File: src/rtl/sdc_pkg.sv
// Constants, types and register map of the serdes control register bank.
// Assumes the management frame engine and the bank share one clock.
package sdc_pkg;

  // Management frame layout
  localparam int          PREAMBLE_ONES = 32;
  localparam int          HEADER_BITS   = 14;
  localparam int          DATA_BITS     = 16;
  localparam logic [1:0]  START_CODE    = 2'h0;
  localparam logic [1:0]  OP_ADDRESS    = 2'h0;
  localparam logic [1:0]  OP_WRITE      = 2'h1;
  localparam logic [1:0]  OP_READ_INC   = 2'h2;
  localparam logic [1:0]  OP_READ       = 2'h3;
  localparam logic [4:0]  DEVICE_ADDR   = 5'h1E;

  // Register addresses
  localparam logic [15:0] ADDR_RESERVED   = 16'h0000;
  localparam logic [15:0] ADDR_POWER      = 16'h0001;
  localparam logic [15:0] ADDR_ID_LOW     = 16'h0002;
  localparam logic [15:0] ADDR_ID_HIGH    = 16'h0003;
  localparam logic [15:0] ADDR_SOFT_RESET = 16'h0004;
  localparam logic [15:0] ADDR_RX_EQUALIZER_SETTING      = 16'h0005;
  localparam logic [15:0] ADDR_TX_EMPHASIS_SETTING      = 16'h0006;
  localparam logic [15:0] ADDR_LOOPBACK   = 16'h0007;
  localparam logic [15:0] ADDR_MARKER     = 16'h0008;
  localparam logic [15:0] ADDR_SELF_TEST  = 16'h0009;
  localparam logic [15:0] ADDR_ID_LOW_M   = 16'h000E;
  localparam logic [15:0] ADDR_ID_HIGH_M  = 16'h000F;

  // Reset values
  localparam logic [15:0] RST_RESERVED   = 16'h0000;
  localparam logic [15:0] RST_POWER      = 16'hFFFF;
  localparam logic [15:0] RST_SOFT_RESET = 16'hFFFF;
  localparam logic [15:0] RST_RX_EQUALIZER_SETTING      = 16'h0000;
  localparam logic [15:0] RST_TX_EMPHASIS_SETTING      = 16'h2000;
  localparam logic [15:0] RST_LOOPBACK   = 16'h0000;
  localparam logic [15:0] RST_MARKER     = 16'h8000;
  localparam logic [15:0] RST_SELF_TEST  = 16'h0000;
  localparam logic [15:0] UNMAPPED_READ  = 16'h0000;

  // Field positions
  localparam int RX_BIT       = 8;
  localparam int TX_BIT       = 0;
  localparam int BYPASS_BIT   = 15;
  localparam int FRAME_MSB    = 15;
  localparam int FRAME_LSB    = 8;
  localparam int PAR_OUT_BIT  = 10;
  localparam int CHECK_EN_BIT = 9;
  localparam int GEN_EN_BIT   = 8;
  localparam int RX_PAT_LSB   = 4;
  localparam int TX_PAT_LSB   = 0;

  // Soft-reset hold time in reference clock cycles
  localparam int SOFT_RESET_HOLD = 4;

  typedef enum logic [2:0] {
    SDC_LOOP_NORMAL, SDC_LOOP_LINE, SDC_LOOP_LOCAL,
    SDC_LOOP_SPECIAL_LOCAL, SDC_LOOP_SPECIAL_LINE, SDC_LOOP_DIGITAL
  } sdc_loop_t;

  typedef enum logic [1:0] {
    SDC_PAT_JITTER, SDC_PAT_PRWS, SDC_PAT_RESERVED
  } sdc_pattern_t;

  // Control word driven to the serdes datapath
  typedef struct packed {
    logic         tx_low_power;
    logic         rx_low_power;
    logic         tx_soft_reset;
    logic         rx_soft_reset;
    logic         frame_loss_bypass;
    logic [1:0]   rx_equalizer_setting;
    logic [1:0]   tx_emphasis_setting;
    logic [7:0]   hyperframe_size;
    sdc_loop_t    loopback;
    logic         rx_parallel_out_en;
    logic         rx_check_en;
    logic         tx_gen_en;
    sdc_pattern_t rx_check_pattern_sel;
    sdc_pattern_t tx_gen_pattern_sel;
  } sdc_ctl_t;

endpackage : sdc_pkg

File: src/rtl/sdc_regs.sv
// Low control register bank of a multi-rate serdes with its management
// serial slave. Assumes mdc is far slower than mclk (at most mclk/8).
`timescale 1ns/10ps
module sdc_regs #(
  parameter logic [15:0] ID_LOW  = 16'hA5C3, // Arbitrary identity value
  parameter logic [15:0] ID_HIGH = 16'h3C51, // Arbitrary identity value
  parameter int          HOLD    = sdc_pkg::SOFT_RESET_HOLD
) (
  input  wire logic       mclk,
  input  wire logic       rst,
  input  wire logic       mdc_pin,
  input  wire logic       mdio_in,
  output logic            mdio_out,
  output logic            mdio_oe,
  input  wire logic [4:0] phy_addr_pins,
  input  wire logic       tx_power_pin,
  input  wire logic       rx_power_pin,
  input  wire logic [1:0] equalizer_strap_pins,
  input  wire logic [1:0] emphasis_strap_pins,
  output sdc_pkg::sdc_ctl_t ctl
);

  typedef enum logic [1:0] {
    SDC_FR_PREAMBLE, SDC_FR_HEADER, SDC_FR_TURN, SDC_FR_DATA
  } sdc_frame_t;

  // Loopback decode, priority per field value
  function automatic sdc_pkg::sdc_loop_t loop_decode(input logic [3:0] v);
    if (v[0])
      return sdc_pkg::SDC_LOOP_LOCAL;
    else if (v[1])
      return sdc_pkg::SDC_LOOP_LINE;
    else
      unique case (v[3:2])
        2'h2:    return sdc_pkg::SDC_LOOP_SPECIAL_LOCAL;
        2'h1:    return sdc_pkg::SDC_LOOP_SPECIAL_LINE;
        2'h3:    return sdc_pkg::SDC_LOOP_DIGITAL;
        default: return sdc_pkg::SDC_LOOP_NORMAL;
      endcase
  endfunction : loop_decode

  // Pattern select decode shared by both directions
  function automatic sdc_pkg::sdc_pattern_t pat_decode(input logic [1:0] v);
    unique case (v)
      2'h1:    return sdc_pkg::SDC_PAT_PRWS;
      2'h2:    return sdc_pkg::SDC_PAT_RESERVED;
      default: return sdc_pkg::SDC_PAT_JITTER;
    endcase
  endfunction : pat_decode

  // Pin synchronisers
  logic [1:0] mdc_sync;
  logic [1:0] mdio_sync;
  logic       mdc_last;
  logic [4:0] phy_sync1;
  logic [4:0] phy_sync2;
  logic [1:0] pwr_sync1;
  logic [1:0] pwr_sync2;
  logic [3:0] strap_sync1;
  logic [3:0] strap_sync2;

  // Frame engine state
  sdc_frame_t       state;
  logic [5:0]       ones;
  logic [3:0]       bitcnt;
  logic [13:0]      hdr;
  logic [15:0]      shreg;
  logic [1:0]       op;
  logic             hit;
  logic             sending;
  logic [15:0]      rd_shift;
  logic             do_write;
  logic             do_addr;
  logic             do_inc;
  logic [4:0]       phy_addr;

  // Register state
  logic [15:0]      addr;
  logic             rx_power_n;
  logic             tx_power_n;
  logic [15:0]      eq_reg;
  logic [15:0]      de_reg;
  logic [15:0]      loop_reg;
  logic             par_out_en;
  logic [1:0]       bist_en;
  logic [1:0]       rx_pat;
  logic [1:0]       tx_pat;
  logic [1:0]       sr_start;
  logic [1:0]       sr_held;
  logic [15:0]      rdata;
  logic [13:0]      next_hdr;
  logic             mdc_rise;
  logic             mdio_bit;
  sdc_pkg::sdc_ctl_t next_ctl;

  // Two-flop synchronisers; the first stage feeds only the second
  always_ff @(posedge mclk) begin
    mdc_sync    <= {mdc_sync[0], mdc_pin};
    mdio_sync   <= {mdio_sync[0], mdio_in};
    mdc_last    <= mdc_sync[1];
    phy_sync1   <= phy_addr_pins;
    phy_sync2   <= phy_sync1;
    pwr_sync1   <= {rx_power_pin, tx_power_pin};
    pwr_sync2   <= pwr_sync1;
    strap_sync1 <= {equalizer_strap_pins, emphasis_strap_pins};
    strap_sync2 <= strap_sync1;
  end

  assign mdc_rise = mdc_sync[1] & ~mdc_last;
  assign mdio_bit = mdio_sync[1];
  assign next_hdr = {hdr[12:0], mdio_bit};

  // Station address strap caught while reset is held
  always_ff @(posedge mclk) begin
    if (rst)
      phy_addr <= phy_sync2;
  end

  // Frame receiver: preamble, header, turnaround, 16-bit data
  always_ff @(posedge mclk) begin
    do_write <= 1'b0;
    do_addr  <= 1'b0;
    do_inc   <= 1'b0;
    if (rst) begin
      state  <= SDC_FR_PREAMBLE;
      ones   <= '0;
      bitcnt <= '0;
      hdr    <= '0;
      shreg  <= '0;
      op     <= sdc_pkg::OP_READ;
      hit    <= 1'b0;
    end else if (mdc_rise) begin
      unique case (state)
        SDC_FR_PREAMBLE: begin
          if (mdio_bit) begin
            if (ones < 6'(sdc_pkg::PREAMBLE_ONES))
              ones <= ones + 6'd1;
          end else begin
            ones <= '0;
            if (ones == 6'(sdc_pkg::PREAMBLE_ONES)) begin
              state  <= SDC_FR_HEADER;
              hdr    <= '0;
              bitcnt <= 4'd1;
            end
          end
        end
        SDC_FR_HEADER: begin
          hdr    <= next_hdr;
          bitcnt <= bitcnt + 4'd1;
          if (bitcnt == 4'(sdc_pkg::HEADER_BITS - 1)) begin
            bitcnt <= '0;
            op     <= next_hdr[11:10];
            hit    <= (next_hdr[9:5] == phy_addr);
            if (next_hdr[13:12] == sdc_pkg::START_CODE)
              state <= SDC_FR_TURN;
            else
              state <= SDC_FR_PREAMBLE;
          end
        end
        SDC_FR_TURN: begin
          bitcnt <= bitcnt + 4'd1;
          if (bitcnt == 4'd1) begin
            state  <= SDC_FR_DATA;
            bitcnt <= '0;
          end
        end
        SDC_FR_DATA: begin
          shreg  <= {shreg[14:0], mdio_bit};  // Bit 15 first
          bitcnt <= bitcnt + 4'd1;
          if (bitcnt == 4'(sdc_pkg::DATA_BITS - 1)) begin
            state    <= SDC_FR_PREAMBLE;
            bitcnt   <= '0;
            do_write <= hit & (op == sdc_pkg::OP_WRITE);
            do_addr  <= hit & (op == sdc_pkg::OP_ADDRESS);
            do_inc   <= hit & (op == sdc_pkg::OP_READ_INC);
          end
        end
      endcase
    end
  end

  // Read multiplexer; unmapped register addresses answer zero
  always_comb begin
    unique case (addr)
      sdc_pkg::ADDR_RESERVED:   rdata = sdc_pkg::RST_RESERVED;
      sdc_pkg::ADDR_POWER: begin
        rdata = sdc_pkg::RST_POWER;
        rdata[sdc_pkg::RX_BIT] = rx_power_n;
        rdata[sdc_pkg::TX_BIT] = tx_power_n;
      end
      sdc_pkg::ADDR_ID_LOW,
      sdc_pkg::ADDR_ID_LOW_M:   rdata = ID_LOW;
      sdc_pkg::ADDR_ID_HIGH,
      sdc_pkg::ADDR_ID_HIGH_M:  rdata = ID_HIGH;
      sdc_pkg::ADDR_SOFT_RESET: begin
        rdata = sdc_pkg::RST_SOFT_RESET;
        rdata[sdc_pkg::RX_BIT] = ~sr_held[1];
        rdata[sdc_pkg::TX_BIT] = ~sr_held[0];
      end
      sdc_pkg::ADDR_RX_EQUALIZER_SETTING:      rdata = eq_reg;
      sdc_pkg::ADDR_TX_EMPHASIS_SETTING:      rdata = de_reg;
      sdc_pkg::ADDR_LOOPBACK:   rdata = loop_reg;
      sdc_pkg::ADDR_MARKER:     rdata = sdc_pkg::RST_MARKER;
      sdc_pkg::ADDR_SELF_TEST: begin
        rdata = sdc_pkg::RST_SELF_TEST;
        rdata[sdc_pkg::PAR_OUT_BIT] = par_out_en;
        rdata[sdc_pkg::CHECK_EN_BIT -: 2] = bist_en;
        rdata[sdc_pkg::RX_PAT_LSB +: 2] = rx_pat;
        rdata[sdc_pkg::TX_PAT_LSB +: 2] = tx_pat;
      end
      default:                  rdata = sdc_pkg::UNMAPPED_READ;
    endcase
  end

  // Read answer: release on first turnaround bit, zero on second
  always_ff @(posedge mclk) begin
    if (rst) begin
      sending  <= 1'b0;
      rd_shift <= '0;
      mdio_out <= 1'b0;
      mdio_oe  <= 1'b0;
    end else if (mdc_rise) begin
      unique case (state)
        SDC_FR_HEADER: begin
          if (bitcnt == 4'(sdc_pkg::HEADER_BITS - 1)) begin
            sending  <= (next_hdr[13:12] == sdc_pkg::START_CODE) &
                        (next_hdr[9:5] == phy_addr) & next_hdr[11];
            rd_shift <= (next_hdr[4:0] == sdc_pkg::DEVICE_ADDR) ?
                        rdata : sdc_pkg::UNMAPPED_READ;
          end
        end
        SDC_FR_TURN: begin
          if (sending && bitcnt == 4'd0) begin
            mdio_oe  <= 1'b1;
            mdio_out <= 1'b0;
          end else if (sending) begin
            mdio_out <= rd_shift[15];
            rd_shift <= {rd_shift[14:0], 1'b0};
          end
        end
        SDC_FR_DATA: begin
          if (sending && bitcnt == 4'(sdc_pkg::DATA_BITS - 1)) begin
            mdio_oe  <= 1'b0;
            mdio_out <= 1'b0;
            sending  <= 1'b0;
          end else if (sending) begin
            mdio_out <= rd_shift[15];
            rd_shift <= {rd_shift[14:0], 1'b0};
          end
        end
        default: begin
          mdio_oe <= 1'b0;
          sending <= 1'b0;
        end
      endcase
    end
  end

  // Address pointer: set by address frames, stepped after read-increment
  always_ff @(posedge mclk) begin
    if (rst)
      addr <= '0;
    else if (do_addr)
      addr <= shreg;
    else if (do_inc)
      addr <= addr + 16'h0001;
  end

  // Writable registers; identity and marker words ignore writes
  always_ff @(posedge mclk) begin
    if (rst) begin
      rx_power_n <= sdc_pkg::RST_POWER[sdc_pkg::RX_BIT];
      tx_power_n <= sdc_pkg::RST_POWER[sdc_pkg::TX_BIT];
      eq_reg     <= sdc_pkg::RST_RX_EQUALIZER_SETTING;
      de_reg     <= sdc_pkg::RST_TX_EMPHASIS_SETTING;
      loop_reg   <= sdc_pkg::RST_LOOPBACK;
      par_out_en <= sdc_pkg::RST_SELF_TEST[sdc_pkg::PAR_OUT_BIT];
      bist_en    <= sdc_pkg::RST_SELF_TEST[sdc_pkg::CHECK_EN_BIT -: 2];
      rx_pat     <= sdc_pkg::RST_SELF_TEST[sdc_pkg::RX_PAT_LSB +: 2];
      tx_pat     <= sdc_pkg::RST_SELF_TEST[sdc_pkg::TX_PAT_LSB +: 2];
    end else if (do_write) begin
      unique case (addr)
        sdc_pkg::ADDR_POWER: begin
          rx_power_n <= shreg[sdc_pkg::RX_BIT];
          tx_power_n <= shreg[sdc_pkg::TX_BIT];
        end
        sdc_pkg::ADDR_RX_EQUALIZER_SETTING:    eq_reg   <= shreg;
        sdc_pkg::ADDR_TX_EMPHASIS_SETTING:    de_reg   <= shreg;
        sdc_pkg::ADDR_LOOPBACK: loop_reg <= shreg;
        sdc_pkg::ADDR_SELF_TEST: begin
          par_out_en <= shreg[sdc_pkg::PAR_OUT_BIT];
          bist_en <= shreg[sdc_pkg::CHECK_EN_BIT -: 2];
          rx_pat  <= shreg[sdc_pkg::RX_PAT_LSB +: 2];
          tx_pat  <= shreg[sdc_pkg::TX_PAT_LSB +: 2];
        end
        default: ;
      endcase
    end
  end

  // Writing zero to a reset bit starts its channel (index 1 rx, 0 tx)
  assign sr_start[1] = do_write & (addr == sdc_pkg::ADDR_SOFT_RESET) &
                       ~shreg[sdc_pkg::RX_BIT];
  assign sr_start[0] = do_write & (addr == sdc_pkg::ADDR_SOFT_RESET) &
                       ~shreg[sdc_pkg::TX_BIT];

  for (genvar i = 0; i < 2; i++) begin : g_soft_reset
    sdc_soft_reset #(
      .HOLD_CYCLES (HOLD)
    ) u_soft_reset (
      .mclk  (mclk),
      .rst   (rst),
      .start (sr_start[i]),
      .held  (sr_held[i])
    );
  end

  // Control word assembly; nonzero straps override software settings
  always_comb begin
    next_ctl = '0;
    next_ctl.rx_low_power  = ~rx_power_n | ~pwr_sync2[1];
    next_ctl.tx_low_power  = ~tx_power_n | ~pwr_sync2[0];
    next_ctl.rx_soft_reset = sr_held[1];
    next_ctl.tx_soft_reset = sr_held[0];
    next_ctl.frame_loss_bypass = eq_reg[sdc_pkg::BYPASS_BIT];
    next_ctl.rx_equalizer_setting = (strap_sync2[3:2] == 2'h0) ?
                                    eq_reg[1:0] : strap_sync2[3:2];
    next_ctl.tx_emphasis_setting  = (strap_sync2[1:0] == 2'h0) ?
                                    de_reg[1:0] : strap_sync2[1:0];
    next_ctl.hyperframe_size =
      de_reg[sdc_pkg::FRAME_MSB:sdc_pkg::FRAME_LSB];
    next_ctl.loopback = loop_decode(loop_reg[3:0]);
    next_ctl.rx_parallel_out_en = par_out_en & bist_en[1];
    next_ctl.rx_check_en = bist_en[1];
    next_ctl.tx_gen_en   = bist_en[0];
    next_ctl.rx_check_pattern_sel = pat_decode(rx_pat);
    next_ctl.tx_gen_pattern_sel   = pat_decode(tx_pat);
  end

  // Registered control outputs
  always_ff @(posedge mclk) begin
    if (rst)
      ctl <= '0;
    else
      ctl <= next_ctl;
  end

endmodule : sdc_regs

File: src/rtl/sdc_soft_reset.sv
// Self-restoring soft-reset channel: holds reset for a fixed cycle count.
// Assumes start is a one-cycle pulse on mclk.
`timescale 1ns/10ps
module sdc_soft_reset #(
  parameter int HOLD_CYCLES = sdc_pkg::SOFT_RESET_HOLD
) (
  input  wire logic mclk,
  input  wire logic rst,
  input  wire logic start,
  output logic      held
);

  localparam int CW = $clog2(HOLD_CYCLES + 1);

  if (HOLD_CYCLES < 1) begin : g_bad_hold
    $error("sdc_soft_reset: HOLD_CYCLES must be at least 1");
  end

  logic [CW-1:0] remaining;

  // Countdown; a new start restarts it, so a start is never lost
  always_ff @(posedge mclk) begin
    if (rst) begin
      remaining <= '0;
      held      <= 1'b0;
    end else if (start) begin
      remaining <= CW'(HOLD_CYCLES);
      held      <= 1'b1;
    end else if (remaining > CW'(1)) begin
      remaining <= remaining - CW'(1); // Halts if mclk stops
    end else begin
      remaining <= '0;
      held      <= 1'b0;               // Bit returns to one
    end
  end

endmodule : sdc_soft_reset

File: config.mk
export PLATFORM = sky130hd
export DESIGN_NAME = sdc_regs
export DESIGN_NICKNAME = d
export VERILOG_FILES = /design/src/rtl/sdc_pkg.sv /design/src/rtl/sdc_regs.sv /design/src/rtl/sdc_soft_reset.sv
export SDC_FILE = /design/constraint.sdc
export NUM_CORES = 1
export LEC_CHECK = 0
export BUFFER_PORTS_ARGS = -buffer_cell sky130_fd_sc_hd__buf_4
export CORE_MARGIN = 4
export CORE_UTILIZATION = 40
export DETAILED_ROUTE_END_ITERATION = 10
export PLACE_DENSITY_LB_ADDON = 0.05
export SLEW_MARGIN = 10
export SYNTH_ARGS = -nofsm -noshare
export SYNTH_HDL_FRONTEND = slang
export SYNTH_SLANG_ARGS = --single-unit
File: constraint.sdc
create_clock -name mclk -period 3 [get_ports mclk]
set_clock_uncertainty 0.15 [all_clocks]
set_input_delay 0.75 -clock mclk [delete_from_list [all_inputs] [get_ports mclk]]
set_output_delay 0.75 -clock mclk [all_outputs]
set_load 0.01 [all_outputs]
==> results.md <==
* Total grt overflow at 0
* Max stage delay on crit path at 0.77 ns
* Asr flop ratio synth at 0
* CTS tree: done
* Placed Instances at 1220
* # setup viols final at 0
* #FFs+latches synth at 206
* Main synth FF type: dfxtp_1
* Detailed-route via count at 6815
* WP buf/inv at 1
* Hold_buf cts at 0
* DR iter-0 viols at 450
* CTS Buf Count at 23
* Overall Global Routing Usage at 0.181
* Syn Area/Cell at between 8 and 9 um^2
* Worst vdd ir at 0.000384 V
* Clock transition at path regs at 0.06 ns
* Synth area leader: dfxtp_1
* Worst hold margin at about 0.17 ns
* Synth top area share at 0.482
* Post-synth EDFFs at 5
* Worst EP required at between 3 and 4 ns
* Die H at about 150 um
* Setup bufs post-CTS at 0
* Vias per inst at around 5.4
* Worst-Skew Late Latency at 0.52 ns
* Pleak at 3.45 nW
* Max FFs per register at 27
* Num rows at 52
* Worst-path fanout max at 20
* DR pass1 iterations at 5
* Cells after Synth at around 950
* Final Max Slew Viols at 0
* Number of max-cap violations at 0
* Outcome: complete, no violations
* Synth warn at 0
* Tmin final at 2.53 ns
* Max Clock Freq at just under 400 MHz
* CP top delay family: simple AND/OR/NAND/NOR gates
* Hold Path Depth at 0
* CP cell instances: nor2b_1, and4_1, and3_1, buf_4, nand2_1, a21oi_1
* Initial Util at 0.410
* Number of inserted diodes at 0
* Die Area at approximately 0.023 mm^2
* Vias in the first global route at 6527
* Critical-path cell with the highest stage delay: dfxtp_1
* Detail Route Antenna Nets at 0
* CP Launch Type: flop
* Die W at between 150 and 200 um
* RSZ-0062 raised after global routing: false
* Cell Count, Final, Fillers Out at 1259
* Post-layout util at 0.476
* Largest Register: ctl
* I/O Pins at 44
* Share of layout cells above drive strength 1 at 0.134
* Final Hold Fails at 0
* Largest net degree at the start of global routing at 61
* Avg WL per Cell at 17.2 um
* Final period utilization at 0.842
* Initial antenna violation count at 0
* PD cells at 604 mW/mm^2
* WS Path Type: reg2reg
* Sink Count at 206
* Clk buf depth at 3
* Synth area leaders: dfxtp_1 (48%), nand2_1 (7.2%), a21oi_1 (5.6%)
* Reg2Reg Depth at 6
* Final net count at 1003
* WP data arrival at 2.81 ns
* Seq/Total Area, Yosys at 0.500
* Area delta synth->final at 16.2%
* HP Class: reg2reg
* Post-CTS resize count at 0
* Most frequent cell after synthesis: dfxtp_1
* Setup_tns at 0 ns
* DRC violations left at 0
* Rel. slew slack at 0.355
* Total routed wirelength at approximately 22000 um
* CTS HTree Levels at 1
* Post-synth net total at 974
* Synth cell types at 67
* Std-Cell Core Area at between 0.02 and 0.025 mm^2
* Worst path depth at 6
* Clock root cell: clkbuf_16
* Syn Std Cell Area at 0.00835 mm^2
* Port buffer count at 43
* DP HPWL at roughly 15000 um
* Worst-Margin Slew at 0.967 ns
* Final RePlAce weighted congestion at 0.825
* Global-route wire length before repair at 34900 um
* Crit path capture type: flop
* Commonest cells in the netlist: dfxtp_1 (201), nand2_1 (161), a21oi_1 (93)
## power breakdown
part | internal, mW | switching, mW | leakage (nW)
clock | 1.68 | 1.10 | 0.365
sequential | 2.81 | 0.0337 | 1.68
combinational | 0.0999 | 0.135 | 1.41
total | 4.59 | 1.27 | 3.45
## worst paths after layout
check                       from             end  slack [ns]
hold / removal    strap_sync1[1]  strap_sync2[1]        0.17
hold reg to reg   strap_sync1[1]  strap_sync2[1]        0.17
setup reg to reg         addr[2]       eq_reg[9]        0.47
setup / recovery         addr[2]       eq_reg[9]        0.47
## metal layers
metal | track usage | wire length, um
met1 | 0.256 | 10100
met2 | 0.290 | 9960
met3 | 0.0318 | 1250
met4 | 0.0454 | 405
met5 | 0 | 0
## through the flow
step	area [um^2]	worst slack [ns]	power, mW
after floorplan	8350	0.875	3.06
after global placement	8960	0.507	3.13
after detailed placement	8960	0.493	3.15
after CTS	9700	0.464	5.96
after global routing	9700	0.271	6.11
final	9700	0.473	5.86
## layout make-up
cell class | instances | area, um^2
Sequential cell | 206 | 4170
Multi-Input combinational cell | 643 | 3760
Inverter | 29 | 109
Tap cell | 270 | 338
Timing Repair Buffer | 72 | 578
Clock inverter | 13 | 148
Clock buffer | 26 | 597
Fill cell | 1956 | 10700
## cell usage in the layout (no fill, tap or decap), types with 7 or more instances in the layout
| cell | n |
|---|---|
| nand2_1 | 161 |
| nor3_1 | 11 |
| o21a_1 | 9 |
| nand2b_1 | 9 |
| a222oi_1 | 11 |
| a22oi_1 | 19 |
| a21oi_1 | 93 |
| o211ai_1 | 7 |
| nand4_1 | 11 |
| nor2_1 | 86 |
| o21ai_0 | 16 |
| and3_1 | 13 |
| dfxtp_1 | 201 |
| ha_1 | 13 |
| nand3_1 | 19 |
| nor2b_1 | 18 |
| xor2_1 | 14 |
| clkbuf_16 | 23 |
| buf_4 | 69 |
| a31oi_1 | 8 |
| xnor2_1 | 13 |
| inv_1 | 29 |
| mux2i_1 | 16 |
## logic make-up after synthesis
| group | Yosys count | synth area share |
|---|---|---|
| flip-flops | 206 | 0.500 |
| XOR/XNOR | 27 | 0.0283 |
| AO/OA/AOI/OAI | 216 | 0.172 |
| multiplexers | 16 | 0.0192 |
| adder cells (fa/ha/maj) | 13 | 0.0195 |
| AND/OR/NAND/NOR | 371 | 0.211 |
| buffers and inverters | 97 | 0.0507 |
(Power assumes the default switching activity.)
